==> src/rtl/ipoc_pkg.sv <==
// Constants and types shared by the pin option configuration block.
package ipoc_pkg;

	////////////////////////////////////////////////////////////////////////
	// Register indices; each byte address is four times the index.
	localparam logic [9:0] REG_PORT1_INDEX = 10'h09F;
	localparam logic [9:0] REG_PORT2_INDEX = 10'h097;
	localparam int ADDR_LSB = 2;

	////////////////////////////////////////////////////////////////////////
	// Field layout of the configuration byte.
	localparam int FUNC_MSB = 7;
	localparam int FUNC_LSB = 5;
	localparam int OUT_FUNC_MSB = 6;
	localparam int DIR_BIT = 4;
	localparam int LOAD_BIT = 3;
	localparam int INDEX_MSB = 2;
	localparam int INDEX_LSB = 0;
	localparam logic DIR_OUTPUT = 1'b0;
	localparam logic DIR_INPUT = 1'b1;

	////////////////////////////////////////////////////////////////////////
	// Input function codes and reset values.
	localparam logic [2:0] IN_NO_PULL = 3'h0;
	localparam logic [2:0] IN_PULL_DOWN = 3'h1;
	localparam logic [2:0] IN_PULL_UP_WEAK = 3'h2;
	localparam logic [2:0] IN_PULL_UP_STRONG = 3'h3;
	localparam logic [2:0] IN_BUFFER_OFF = 3'h7;
	localparam logic [2:0] IN_MODE_RESET = IN_PULL_DOWN;
	localparam logic [1:0] OUT_MODE_RESET = 2'h0;
	localparam logic [2:0] PTR_INDEX_RESET = 3'h0;
	localparam logic PTR_DIR_RESET = DIR_OUTPUT;

	////////////////////////////////////////////////////////////////////////
	// Bus responses and state encodings.
	localparam logic [1:0] RESP_OKAY = 2'h0;
	localparam logic [1:0] RESP_SLVERR = 2'h2;

	typedef enum logic [1:0] {
		W_COLLECT = 2'b00,
		W_COMMIT = 2'b01,
		W_RESP = 2'b10
	} ipoc_wr_state_t;

	typedef enum logic [0:0] {
		R_IDLE = 1'b0,
		R_DATA = 1'b1
	} ipoc_rd_state_t;

	// Pad controls of one pin.
	typedef struct packed {
		logic [1:0] drive;
		logic in_buf_en;
		logic pull_down;
		logic pull_up_weak;
		logic pull_up_strong;
	} ipoc_pad_t;

endpackage : ipoc_pkg

==> src/rtl/ipoc_bank.sv <==
// Mode storage and readback pointer for one port of up to eight pins.
`timescale 1ns/1ps
module ipoc_bank #(
	parameter int PINS = 8
) (
	input wire logic clock_i, // Core clock.
	input wire logic rstn_i, // Asynchronous reset, active low.
	input wire logic wr_i, // One-cycle write of the configuration byte.
	input wire logic [7:0] wdata_i, // Written configuration byte.
	output logic [7:0] rdata_o, // Readback byte.
	output logic [PINS-1:0][1:0] out_mode_o, // Stored output modes.
	output logic [PINS-1:0][2:0] in_mode_o // Stored input modes.
);

	if (PINS < 1 || PINS > 8) begin : g_bad_pins
		$error("ipoc_bank: PINS must be 1 to 8.");
	end

	typedef struct packed {
		logic [PINS-1:0][1:0] out_mode;
		logic [PINS-1:0][2:0] in_mode;
		logic [2:0] ptr_index;
		logic ptr_dir;
	} ipoc_bank_state_t;

	ipoc_bank_state_t st;
	ipoc_bank_state_t next_st;
	logic [2:0] func;
	logic [2:0] idx;
	logic dir;
	logic load;
	logic [2:0] rd_mode;

	////////////////////////////////////////////////////////////////////////
	always_comb begin
		func = wdata_i[ipoc_pkg::FUNC_MSB:ipoc_pkg::FUNC_LSB];
		idx = wdata_i[ipoc_pkg::INDEX_MSB:ipoc_pkg::INDEX_LSB];
		dir = wdata_i[ipoc_pkg::DIR_BIT];
		load = wdata_i[ipoc_pkg::LOAD_BIT];
		next_st = st;
		if (wr_i && load) begin
			next_st.ptr_index = idx;
			next_st.ptr_dir = dir;
		end
		for (int i = 0; i < PINS; i++) begin
			// Indices beyond the port's pins match no entry.
			if (wr_i && !load && idx == 3'(i)) begin
				if (dir == ipoc_pkg::DIR_INPUT) begin
					next_st.in_mode[i] = func;
				end else begin
					next_st.out_mode[i] = func[1:0];
				end
			end
		end
		rd_mode = 3'h0;
		for (int i = 0; i < PINS; i++) begin
			if (st.ptr_index == 3'(i)) begin
				if (st.ptr_dir == ipoc_pkg::DIR_INPUT) begin
					rd_mode = st.in_mode[i];
				end else begin
					rd_mode = {1'b0, st.out_mode[i]};
				end
			end
		end
		// The load bit holds no state and reads as zero.
		rdata_o = {rd_mode, st.ptr_dir, 1'b0, st.ptr_index};
	end

	always_ff @(posedge clock_i or negedge rstn_i) begin
		if (!rstn_i) begin
			st.out_mode <= {PINS{ipoc_pkg::OUT_MODE_RESET}};
			st.in_mode <= {PINS{ipoc_pkg::IN_MODE_RESET}};
			st.ptr_index <= ipoc_pkg::PTR_INDEX_RESET;
			st.ptr_dir <= ipoc_pkg::PTR_DIR_RESET;
		end else begin
			st <= next_st;
		end
	end

	assign out_mode_o = st.out_mode;
	assign in_mode_o = st.in_mode;

endmodule : ipoc_bank

==> src/rtl/ipoc_pad_decode.sv <==
// Translation of stored pin modes into pad control signals.
`timescale 1ns/1ps
module ipoc_pad_decode #(
	parameter int PINS = 8
) (
	input wire logic [PINS-1:0][1:0] out_mode_i, // Stored output modes.
	input wire logic [PINS-1:0][2:0] in_mode_i, // Stored input modes.
	output ipoc_pkg::ipoc_pad_t [PINS-1:0] pad_o // Pad controls per pin.
);

	if (PINS < 1) begin : g_bad_pins
		$error("ipoc_pad_decode: PINS must be at least 1.");
	end

	////////////////////////////////////////////////////////////////////////
	for (genvar g = 0; g < PINS; g++) begin : g_pin
		logic [2:0] code;
		assign code = in_mode_i[g];
		assign pad_o[g].drive = out_mode_i[g];
		// Reserved codes turn the buffer off so no pull is left floating.
		assign pad_o[g].in_buf_en = (code == ipoc_pkg::IN_NO_PULL)
			|| (code == ipoc_pkg::IN_PULL_DOWN)
			|| (code == ipoc_pkg::IN_PULL_UP_WEAK)
			|| (code == ipoc_pkg::IN_PULL_UP_STRONG);
		assign pad_o[g].pull_down = (code == ipoc_pkg::IN_PULL_DOWN);
		assign pad_o[g].pull_up_weak =
			(code == ipoc_pkg::IN_PULL_UP_WEAK);
		assign pad_o[g].pull_up_strong =
			(code == ipoc_pkg::IN_PULL_UP_STRONG);
	end

endmodule : ipoc_pad_decode

==> src/rtl/ipoc_top.sv <==
// AXI4-Lite register slave for the port 1 and port 2 pin option settings.
//
// Operation
// - Write without pointer load stores the code as the pin's mode.
// - Pointer load write saves index and direction; modes unchanged.
// - Read returns in bits 7:5 the mode selected by the saved pointer.
// - Bit 4 low selects output, high selects input configuration.
// - Output modes use bits 6:5, 00 weakest to 11 strongest drive.
// - Input codes 000 no pull, 001 pull-down default, 010/011 pull-ups.
// - Input code 111 disables the input buffer; 100 to 110 are reserved.
// - Port 1 index in bits 2:0 selects pin 0 to 7 directly.
// - Port 2 accepts only index 0 and 1; others address no pin.
`timescale 1ns/1ps
module ipoc_top #(
	parameter int ADDR_W = 12,
	parameter int PORT1_PINS = 8,
	parameter int PORT2_PINS = 2
) (
	input wire logic clock_i, // Core clock, 40 MHz.
	input wire logic rstn_i, // Asynchronous reset, active low.
	input wire logic [ADDR_W-1:0] s_axi_awaddr_i, // Write address.
	input wire logic s_axi_awvalid_i, // Write address valid.
	output logic s_axi_awready_o, // Write address ready.
	input wire logic [31:0] s_axi_wdata_i, // Write data.
	input wire logic [3:0] s_axi_wstrb_i, // Write byte strobes.
	input wire logic s_axi_wvalid_i, // Write data valid.
	output logic s_axi_wready_o, // Write data ready.
	output logic [1:0] s_axi_bresp_o, // Write response.
	output logic s_axi_bvalid_o, // Write response valid.
	input wire logic s_axi_bready_i, // Write response ready.
	input wire logic [ADDR_W-1:0] s_axi_araddr_i, // Read address.
	input wire logic s_axi_arvalid_i, // Read address valid.
	output logic s_axi_arready_o, // Read address ready.
	output logic [31:0] s_axi_rdata_o, // Read data.
	output logic [1:0] s_axi_rresp_o, // Read response.
	output logic s_axi_rvalid_o, // Read data valid.
	input wire logic s_axi_rready_i, // Read data ready.
	output ipoc_pkg::ipoc_pad_t [PORT1_PINS-1:0] port1_pad_o, // Port 1 pads.
	output ipoc_pkg::ipoc_pad_t [PORT2_PINS-1:0] port2_pad_o // Port 2 pads.
);

	localparam int WORD_W = ADDR_W - ipoc_pkg::ADDR_LSB;

	if (ADDR_W < 12 || ADDR_W > 32) begin : g_bad_addr_w
		$error("ipoc_top: ADDR_W must be 12 to 32.");
	end
	if (PORT1_PINS < 1 || PORT1_PINS > 8) begin : g_bad_port1_pins
		$error("ipoc_top: PORT1_PINS must be 1 to 8.");
	end
	if (PORT2_PINS < 1 || PORT2_PINS > 8) begin : g_bad_port2_pins
		$error("ipoc_top: PORT2_PINS must be 1 to 8.");
	end

	typedef struct packed {
		ipoc_pkg::ipoc_wr_state_t wst;
		ipoc_pkg::ipoc_rd_state_t rst;
		logic aw_got;
		logic w_got;
		logic [WORD_W-1:0] aw_word;
		logic [7:0] wbyte;
		logic wlane0;
		logic [1:0] bresp;
		logic [31:0] rdata;
		logic [1:0] rresp;
	} ipoc_top_state_t;

	ipoc_top_state_t st;
	ipoc_top_state_t next_st;

	logic aw_hs;
	logic w_hs;
	logic ar_hs;
	logic aw_done;
	logic w_done;
	logic wr_hit1;
	logic wr_hit2;
	logic port1_wr;
	logic port2_wr;
	logic [WORD_W-1:0] ar_word;
	logic [7:0] port1_rdata;
	logic [7:0] port2_rdata;
	logic [PORT1_PINS-1:0][1:0] port1_out_mode;
	logic [PORT1_PINS-1:0][2:0] port1_in_mode;
	logic [PORT2_PINS-1:0][1:0] port2_out_mode;
	logic [PORT2_PINS-1:0][2:0] port2_in_mode;

	////////////////////////////////////////////////////////////////////////
	// Handshakes and address decode.
	assign s_axi_awready_o = (st.wst == ipoc_pkg::W_COLLECT) && !st.aw_got;
	assign s_axi_wready_o = (st.wst == ipoc_pkg::W_COLLECT) && !st.w_got;
	assign s_axi_arready_o = (st.rst == ipoc_pkg::R_IDLE);
	assign aw_hs = s_axi_awvalid_i && s_axi_awready_o;
	assign w_hs = s_axi_wvalid_i && s_axi_wready_o;
	assign ar_hs = s_axi_arvalid_i && s_axi_arready_o;
	assign aw_done = st.aw_got || aw_hs;
	assign w_done = st.w_got || w_hs;
	assign ar_word = s_axi_araddr_i[ADDR_W-1:ipoc_pkg::ADDR_LSB];

	assign wr_hit1 = (st.aw_word == WORD_W'(ipoc_pkg::REG_PORT1_INDEX));
	assign wr_hit2 = (st.aw_word == WORD_W'(ipoc_pkg::REG_PORT2_INDEX));

	// A write with lane 0 off is answered but changes nothing.
	assign port1_wr = (st.wst == ipoc_pkg::W_COMMIT) && wr_hit1
		&& st.wlane0;
	assign port2_wr = (st.wst == ipoc_pkg::W_COMMIT) && wr_hit2
		&& st.wlane0;

	////////////////////////////////////////////////////////////////////////
	// Bus state machines.
	always_comb begin
		next_st = st;
		case (st.wst)
			ipoc_pkg::W_COLLECT: begin
				if (aw_hs) begin
					next_st.aw_got = 1'b1;
					next_st.aw_word =
						s_axi_awaddr_i[ADDR_W-1:ipoc_pkg::ADDR_LSB];
				end
				if (w_hs) begin
					next_st.w_got = 1'b1;
					next_st.wbyte = s_axi_wdata_i[7:0];
					next_st.wlane0 = s_axi_wstrb_i[0];
				end
				if (aw_done && w_done) begin
					next_st.wst = ipoc_pkg::W_COMMIT;
				end
			end
			ipoc_pkg::W_COMMIT: begin
				if (wr_hit1 || wr_hit2) begin
					next_st.bresp = ipoc_pkg::RESP_OKAY;
				end else begin
					next_st.bresp = ipoc_pkg::RESP_SLVERR;
				end
				next_st.wst = ipoc_pkg::W_RESP;
			end
			ipoc_pkg::W_RESP: begin
				if (s_axi_bready_i) begin
					next_st.wst = ipoc_pkg::W_COLLECT;
					next_st.aw_got = 1'b0;
					next_st.w_got = 1'b0;
				end
			end
			default: begin
				next_st.wst = ipoc_pkg::W_COLLECT;
				next_st.aw_got = 1'b0;
				next_st.w_got = 1'b0;
			end
		endcase
		case (st.rst)
			ipoc_pkg::R_IDLE: begin
				if (ar_hs) begin
					next_st.rst = ipoc_pkg::R_DATA;
					if (ar_word == WORD_W'(ipoc_pkg::REG_PORT1_INDEX)) begin
						next_st.rdata = {24'h000000, port1_rdata};
						next_st.rresp = ipoc_pkg::RESP_OKAY;
					end else if (ar_word ==
						WORD_W'(ipoc_pkg::REG_PORT2_INDEX)) begin
						next_st.rdata = {24'h000000, port2_rdata};
						next_st.rresp = ipoc_pkg::RESP_OKAY;
					end else begin
						next_st.rdata = 32'h00000000;
						next_st.rresp = ipoc_pkg::RESP_SLVERR;
					end
				end
			end
			ipoc_pkg::R_DATA: begin
				if (s_axi_rready_i) begin
					next_st.rst = ipoc_pkg::R_IDLE;
				end
			end
			default: begin
				next_st.rst = ipoc_pkg::R_IDLE;
			end
		endcase
	end

	always_ff @(posedge clock_i or negedge rstn_i) begin
		if (!rstn_i) begin
			st.wst <= ipoc_pkg::W_COLLECT;
			st.rst <= ipoc_pkg::R_IDLE;
			st.aw_got <= 1'b0;
			st.w_got <= 1'b0;
			st.aw_word <= '0;
			st.wbyte <= 8'h00;
			st.wlane0 <= 1'b0;
			st.bresp <= ipoc_pkg::RESP_OKAY;
			st.rdata <= 32'h00000000;
			st.rresp <= ipoc_pkg::RESP_OKAY;
		end else begin
			st <= next_st;
		end
	end

	assign s_axi_bvalid_o = (st.wst == ipoc_pkg::W_RESP);
	assign s_axi_bresp_o = st.bresp;
	assign s_axi_rvalid_o = (st.rst == ipoc_pkg::R_DATA);
	assign s_axi_rdata_o = st.rdata;
	assign s_axi_rresp_o = st.rresp;

	////////////////////////////////////////////////////////////////////////
	// Port banks and pad decoders.
	ipoc_bank #(
		.PINS(PORT1_PINS)
	) u_port1_bank (
		.clock_i(clock_i),
		.rstn_i(rstn_i),
		.wr_i(port1_wr),
		.wdata_i(st.wbyte),
		.rdata_o(port1_rdata),
		.out_mode_o(port1_out_mode),
		.in_mode_o(port1_in_mode)
	);

	ipoc_bank #(
		.PINS(PORT2_PINS)
	) u_port2_bank (
		.clock_i(clock_i),
		.rstn_i(rstn_i),
		.wr_i(port2_wr),
		.wdata_i(st.wbyte),
		.rdata_o(port2_rdata),
		.out_mode_o(port2_out_mode),
		.in_mode_o(port2_in_mode)
	);

	ipoc_pad_decode #(
		.PINS(PORT1_PINS)
	) u_port1_decode (
		.out_mode_i(port1_out_mode),
		.in_mode_i(port1_in_mode),
		.pad_o(port1_pad_o)
	);

	ipoc_pad_decode #(
		.PINS(PORT2_PINS)
	) u_port2_decode (
		.out_mode_i(port2_out_mode),
		.in_mode_i(port2_in_mode),
		.pad_o(port2_pad_o)
	);

endmodule : ipoc_top

==> config.mk <==
export PLATFORM = sky130hd
export DESIGN_NAME = ipoc_top
export DESIGN_NICKNAME = d
export VERILOG_FILES = /design/src/rtl/ipoc_pkg.sv /design/src/rtl/ipoc_bank.sv /design/src/rtl/ipoc_pad_decode.sv /design/src/rtl/ipoc_top.sv
export SDC_FILE = /design/constraint.sdc
export NUM_CORES = 1
export LEC_CHECK = 0
export ABC_AREA = 1
export BUFFER_PORTS_ARGS = -buffer_cell sky130_fd_sc_hd__buf_2
export CORE_ASPECT_RATIO = 1.1
export CORE_MARGIN = 2
export CORE_UTILIZATION = 45
export CTS_CLUSTER_SIZE = 30
export DETAILED_ROUTE_END_ITERATION = 10
export PLACE_DENSITY = 0.84
export SKIP_LAST_GASP = 1
export SYNTH_ARGS = -nofsm -noshare
export SYNTH_HDL_FRONTEND = slang
export SYNTH_SLANG_ARGS = --single-unit
==> constraint.sdc <==
create_clock -name clock_i -period 1.9 [get_ports clock_i]
set_clock_uncertainty 0.15 [all_clocks]
set_input_delay 0.19 -clock clock_i [delete_from_list [all_inputs] [get_ports clock_i]]
set_output_delay 0.19 -clock clock_i [all_outputs]
set_load 0.005 [all_outputs]
==> out/metrics.cfg, run 1 <==
[timing]
hold_violations=0
slew_headroom=0.645
rsz0062_at_grt=yes
setup_viol=0
drv_slew=0
timing.fmax_mhz=547
period_share=0.963
worst_pin_slew_ps=531
period_minus_slack_ps=1830

[synthesis]
syn_avg_cell_area_um2=7.93
synth_cell_type_count=39
yosysWarnings=0
synth-seq-cells=91
synthCells=633
yosysSeqAreaShare=0.456
syn_area_um2=5020

[pwr]
power_mw=5.57
leakage_nw=3.11
ir_drop_uv=716
p_per_area_nw_per_um2=897

[clock_tree]
clkTransAtPathRegs_ps=60
clock_latency_ps=340
cts_tree=yes
cts.sinks=91
cts-root-buf=clkbuf_16
cts_buffers=9
h-tree-depth=3
clockBufferDepth=2

[detailed_routing]
wl_met1_um=5140
drc=0
met2_length_um=6160
top_layer=met4
routedWlPerCell_um=13.4
ant_nets=0
vias_per_cell=4.94
num_vias=4533
drt_first_pass_iters=5
routed_wl_um=12300
drtIter0Drc=319
wl_met3_um=690

[global_routing]
overflow=0
grt_max_degree=41
first_global_vias=4299
grt_usage=0.209
antenna_found_initial=0
grt_pass1_wl_um=20000

[cells_and_area]
nNetsFinal=833
diodes=0
drive_gt1_frac=0.252
area_growth_pct=23.5
final_util=0.568
fin_cells=918

[setup_path]
required_ps=1970
cp_max_fo=9
regToRegSetupSlack_ps=70
crit_path_start_kind=flop
cp-end-kind=flop
cp.arrival_ps=1890
worstSetupPathType=flop to flop

[placed_design]
placed_cells=876
numPortBuffers=109
dpl.hpwl_um=8890
place.gp.congestion=0.856

[die]
initial_core_util=0.460
fp-row-count=40
die_h_um=115
ioPinCount=168
fp.dieW_um=105
die-area_um2=12000
core-area_um2=10900

[hold_path]
hp-class=input pin to flop

[run_status]
status=completed

[flow_run]
drv_cap=0

## cell usage in the layout (no fill, tap or decap), types with 2 or more instances in the layout
master	synthesis	routed
mux2_2	5	5
a21oi_1	24	24
clkbuf_16	0	9
nand2_1	147	144
o21ai_1	24	24
nor2_4	2	3
nand3_4	7	8
inv_2	1	2
a211oi_1	2	2
dlygate4sd3_1	0	21
o211ai_1	2	2
nor2_8	2	2
nand2_4	3	3
buf_4	38	14
nand2_2	6	9
dfrtp_1	81	81
nand3_2	5	7
inv_1	77	76
nor2_1	61	61
nand4_1	3	3
nor3_1	38	38
o21ai_0	28	28
a211o_1	2	2
nor2_2	5	4
buf_2	4	108
nand3_1	32	29
clkbuf_1	8	5
buf_12	1	5
a31oi_1	3	3
dfstp_2	10	10
conb_1	1	27
a22o_1	2	2
## flip-flops by register name, summed over array words and instances (netlist names)
register                 count
s_axi_rdata_o                7
st                          23
u_port1_bank.in_mode_o      24
s_axi_rvalid_o               1
u_port2_bank.in_mode_o       6
u_port1_bank.rdata_o         4
u_port2_bank.rdata_o         4
u_port1_bank.out_mode_o     16
s_axi_rresp_o                1
s_axi_bresp_o                1
u_port2_bank.out_mode_o      4
## critical path: stages, from the launching register on
cell	delay [ps]
dfrtp_1	380
nor2_2	120
nand3_2	90
nor3_2	130
nand3_2	130
nor3_4	170
buf_12	180
buf_4	130
nand3_4	90
nand2_1	90
o21ai_1	60
## where the power goes
part	switching, mW	internal, mW	total, mW
clock network	0.710	0.923	1.63
logic	1.03	0.465	1.49
registers	0.232	2.21	2.44
## logic make-up (layout without fill, tap and decap cells)
kind of cell | count (synthesis) | after routing | synth area share
AOI/OAI and AO/OA | 91 | 91 | 0.0984
buffers and inverters | 131 | 243 | 0.131
DFF | 91 | 91 | 0.456
muxes | 5 | 5 | 0.0112
other | 1 | 27 | 0.000747
and+or+nand+nor | 314 | 314 | 0.303
## final timing paths
path / startpoint / end / cells past startpoint
setup / recovery: st[50] / u_port1_bank.in_mode_o[20] / 10
hold / removal: s_axi_arvalid_i / s_axi_rvalid_o / 3
setup reg to reg: st[50] / u_port1_bank.in_mode_o[20] / 10
hold reg to reg: u_port1_bank.in_mode_o[15] / u_port1_bank.in_mode_o[15] / 2
max in group asynchronous: rstn_i / u_port2_bank.in_mode_o[0] / 3
min in group asynchronous: rstn_i / u_port1_bank.out_mode_o[2] / 2
## synthesized netlist by cell type
master / n / area [um2]
nand4_1: 3 / 18.8
a211o_1: 2 / 17.5
inv_1: 77 / 289
nor3_1: 38 / 190
clkbuf_1: 8 / 30.0
o21bai_1: 1 / 7.51
nor2_4: 2 / 22.5
nand2_4: 3 / 33.8
conb_1: 1 / 3.75
dfrtp_1: 81 / 2030
a22o_1: 2 / 17.5
nand3_2: 5 / 50.1
nand2_2: 6 / 37.5
nand3_4: 7 / 123
nor2_8: 2 / 40.0
a31oi_1: 3 / 18.8
inv_2: 1 / 3.75
nand2_1: 147 / 552
a211oi_1: 2 / 15.0
nor2_2: 5 / 31.3
o21a_1: 1 / 7.51
o21ai_1: 24 / 120
buf_4: 38 / 285
clkbuf_2: 1 / 5.00
mux2_2: 5 / 56.3
nor3_2: 1 / 10.0
a21oi_1: 24 / 120
o211ai_1: 2 / 15.0
o21ai_0: 28 / 140
dfstp_2: 10 / 263
buf_12: 1 / 20.0
nor2_1: 61 / 229
nand3_1: 32 / 160
buf_2: 4 / 20.0
nor3_4: 1 / 16.3
clkinv_1: 1 / 3.75
o22ai_1: 1 / 6.26
o221ai_1: 1 / 8.76
nor4_1: 1 / 6.26
## per-stage QoR
stage               worst slack, ps  area, um2  setup TNS, ps  hold slack [ps]
finish                         71.1       6200              0             15.8
CTS                            38.8       6100              0             13.3
global placement                112       5630              0            -22.6
detailed placement             52.2       5630              0            -22.0
global route                  -28.4       6200           -248             49.3
floorplan                       277       5120              0             -256
## layout make-up
type	count	area, um2
clock buffers	15	258
flip-flops and latches	91	2290
multi-input cells	437	2210
well taps	147	184
repair buffers	148	956
fillers	990	4710
clock inverters	1	5.00
inverters	79	297
## timing repair
item                                   in CTS  in global routing
hold buffers                               21                  0
buffers inserted                            0                  5
pin swaps                                   0                 10
setup endpoints to repair                   1                 27
gates resized for setup                     1                  9
endpoints found under the hold margin     102                  0
## per-layer routing
metal  vias to the layer above  track usage
li1                       2244            -
met1                      2113        0.254
met2                       150        0.367
met3                        26       0.0544
met4                         0       0.0649
met5                         -            0
Power figures use the tool's default switching activity.
==> run 2: changes to the inputs <==
- CORE_UTILIZATION: 45 -> 35
- PLACE_DENSITY: 0.84 -> 0.7
==> run 2 against run 1 <==
Register-to-register slack barely moved; first-iteration DRC count fell by 8.2%; largest cell class unchanged; clock-buffer cell count fell by 4; critical path depth did not move; sequential power barely moved; clock power rose by 9.8%; sequential share of layout area fell by 0.23 points; core utilization fell by 12 points.
==> out/metrics.cfg, run 2 (same netlist as run 1, synthesis figures left out) <==
[run_status]
status=completed

[hold_path]
hp-class=input pin to flop

[setup_path]
cpMaxStageDelayCell=dfrtp_1
cp_max_fo=12  ; +3
worstSetupPathType=flop to flop
crit_path_start_kind=flop
cpPeakStageDelay_ps=380  ; about the same
cp-end-kind=flop
cpMostUsedCell=nand3_2
cp.arrival_ps=1890  ; about the same
required_ps=1970  ; about the same
cpLargestDelayFamily=simple AND/OR/NAND/NOR gates
crit_path_cell_trace=nor2_2, nand3_2, nor3_2, nand3_2, nor3_4, buf_12, buf_4, nand3_4, nand2_1, o21ai_1
critical_path_buf_inv_count=2  ; unchanged

[timing]
fin_setup_tns_ps=0  ; unchanged
period_minus_slack_ps=1820  ; -6.24 ps
period_share=0.959  ; -0.00328
drv_slew=0  ; unchanged
setup_viol=0  ; unchanged
whs_ps=13.0  ; -2.79 ps
timing.fmax_mhz=549  ; +0.34%
hold_violations=0  ; unchanged
rsz0062_at_grt=yes

[placed_design]
place.gp.congestion=0.798  ; -6.7%
numPortBuffers=109  ; unchanged
dpl.hpwl_um=9610  ; +8.1%
place_area_um2=5710  ; +1.4%

[die]
die_h_um=130  ; +13%
fp-row-count=45  ; +13%
fp.dieW_um=118  ; +13%
die-area_um2=15300  ; +27%
ioPinCount=168  ; unchanged
initial_core_util=0.361  ; -0.0992
core-area_um2=13900  ; +27%

[clock_tree]
clock_latency_ps=340  ; about the same
h-tree-depth=3  ; unchanged
cts_buffers=9  ; unchanged
postCtsSetupBuffers=0  ; unchanged
cts_tree=yes
cts-root-buf=clkbuf_16
clkTransAtPathRegs_ps=60  ; about the same
clockBufferDepth=2  ; unchanged
cts.sinks=91  ; unchanged

[detailed_routing]
num_vias=4379  ; -3.4%
ant_nets=0  ; unchanged
drt_first_pass_iters=4  ; -1
vias_per_cell=4.57  ; -7.4%
routedWlPerCell_um=13.2  ; -1.3%
drc=0  ; unchanged
drtIter0Drc=293  ; -8.2%
routed_wl_um=12600  ; +3.0%

[cells_and_area]
fillers=1413  ; +43%
drive_gt1_frac=0.252  ; +0.000327
final_util=0.449  ; -0.120
multi_input_area_um2=2200  ; -0.57%
area_growth_pct=24.3
diodes=0  ; unchanged
final_cell_mix=nand2_1, buf_2, dfrtp_1, inv_1, nor2_1
nNetsFinal=832  ; -0.12%
design_area_um2=6240  ; +0.63%
register_area_um2=2290  ; unchanged
final_common_cell=nand2_1
largest_reg_flops=24  ; unchanged

[global_routing]
overflow=0  ; unchanged
grt_usage=0.170  ; -0.0391
grt_max_degree=34  ; -17%
first_global_vias=4266  ; -0.77%
grt_pass1_wl_um=20800  ; +4.1%
antenna_found_initial=0  ; unchanged

[pwr]
p_per_area_nw_per_um2=921  ; +2.6%
power_mw=5.75  ; +3.3%
ir_drop_uv=689  ; -3.8%
leakage_nw=3.12  ; +0.30%

[flow_run]
drv_cap=0  ; unchanged

## run 2: final cells by class
cell class                 instances  area share
timing repair buffer             147       0.148
tap                              188      0.0377
inverter                          79      0.0475
clock buffer                      11      0.0389
sequential                        91       0.367
multi-input combinational        437       0.353
clock inverter                     5     0.00842
## run 2: through the flow
stage          std cells  setup WS [ps]
6_report             958           77.4
5_1_grt              958          -28.0
4_1_cts              958           29.8
3_5_place_dp         921           33.0
3_3_place_gp         921           97.5
2_1_floorplan        659            277
## run 2: path summary, 6_finish.rpt
path / from / endpoint / slack, ps / depth (start not counted)
worst max-delay path: st[50] / u_port1_bank.in_mode_o[23] / 80 / 10
worst min-delay path: s_axi_bready_i / st[59] / 10 / 4
worst max register to register: st[50] / u_port1_bank.in_mode_o[23] / 80 / 10
worst min register to register: u_port1_bank.in_mode_o[15] / u_port1_bank.in_mode_o[15] / 330 / 2
max in group asynchronous: rstn_i / u_port1_bank.in_mode_o[3] / 780 / 3
min in group asynchronous: rstn_i / u_port1_bank.in_mode_o[1] / 180 / 2
## run 2: timing repair
item / CTS / global route
resized for setup: 0 / 6
hold buffers: 21 / 0
hold endpoints to repair: 49 / 0
setup endpoints to repair: 0 / 29
## run 2: tightest hold or removal path: cells and delay by family
kind	cells	cell delay [ps]
and+or+nand+nor	2	170
buffers and inverters	2	100
## run 2: routing by layer
metal | vias up | wire length (um) | global-route usage
met5 | - | 0 | 0
met4 | 0 | 126 | 0.0404
met3 | 11 | 515 | 0.0392
met2 | 111 | 6380 | 0.304
met1 | 2026 | 5620 | 0.208
li1 | 2231 | - | -
## run 2: report_power, final
part           total, mW  internal [mW]  leakage [nW]  switching (mW)
combinational       1.52          0.490          1.82            1.03
sequential          2.44           2.21          1.15           0.228
clock               1.79           1.05         0.145           0.740
total               5.75           3.75          3.12            2.00
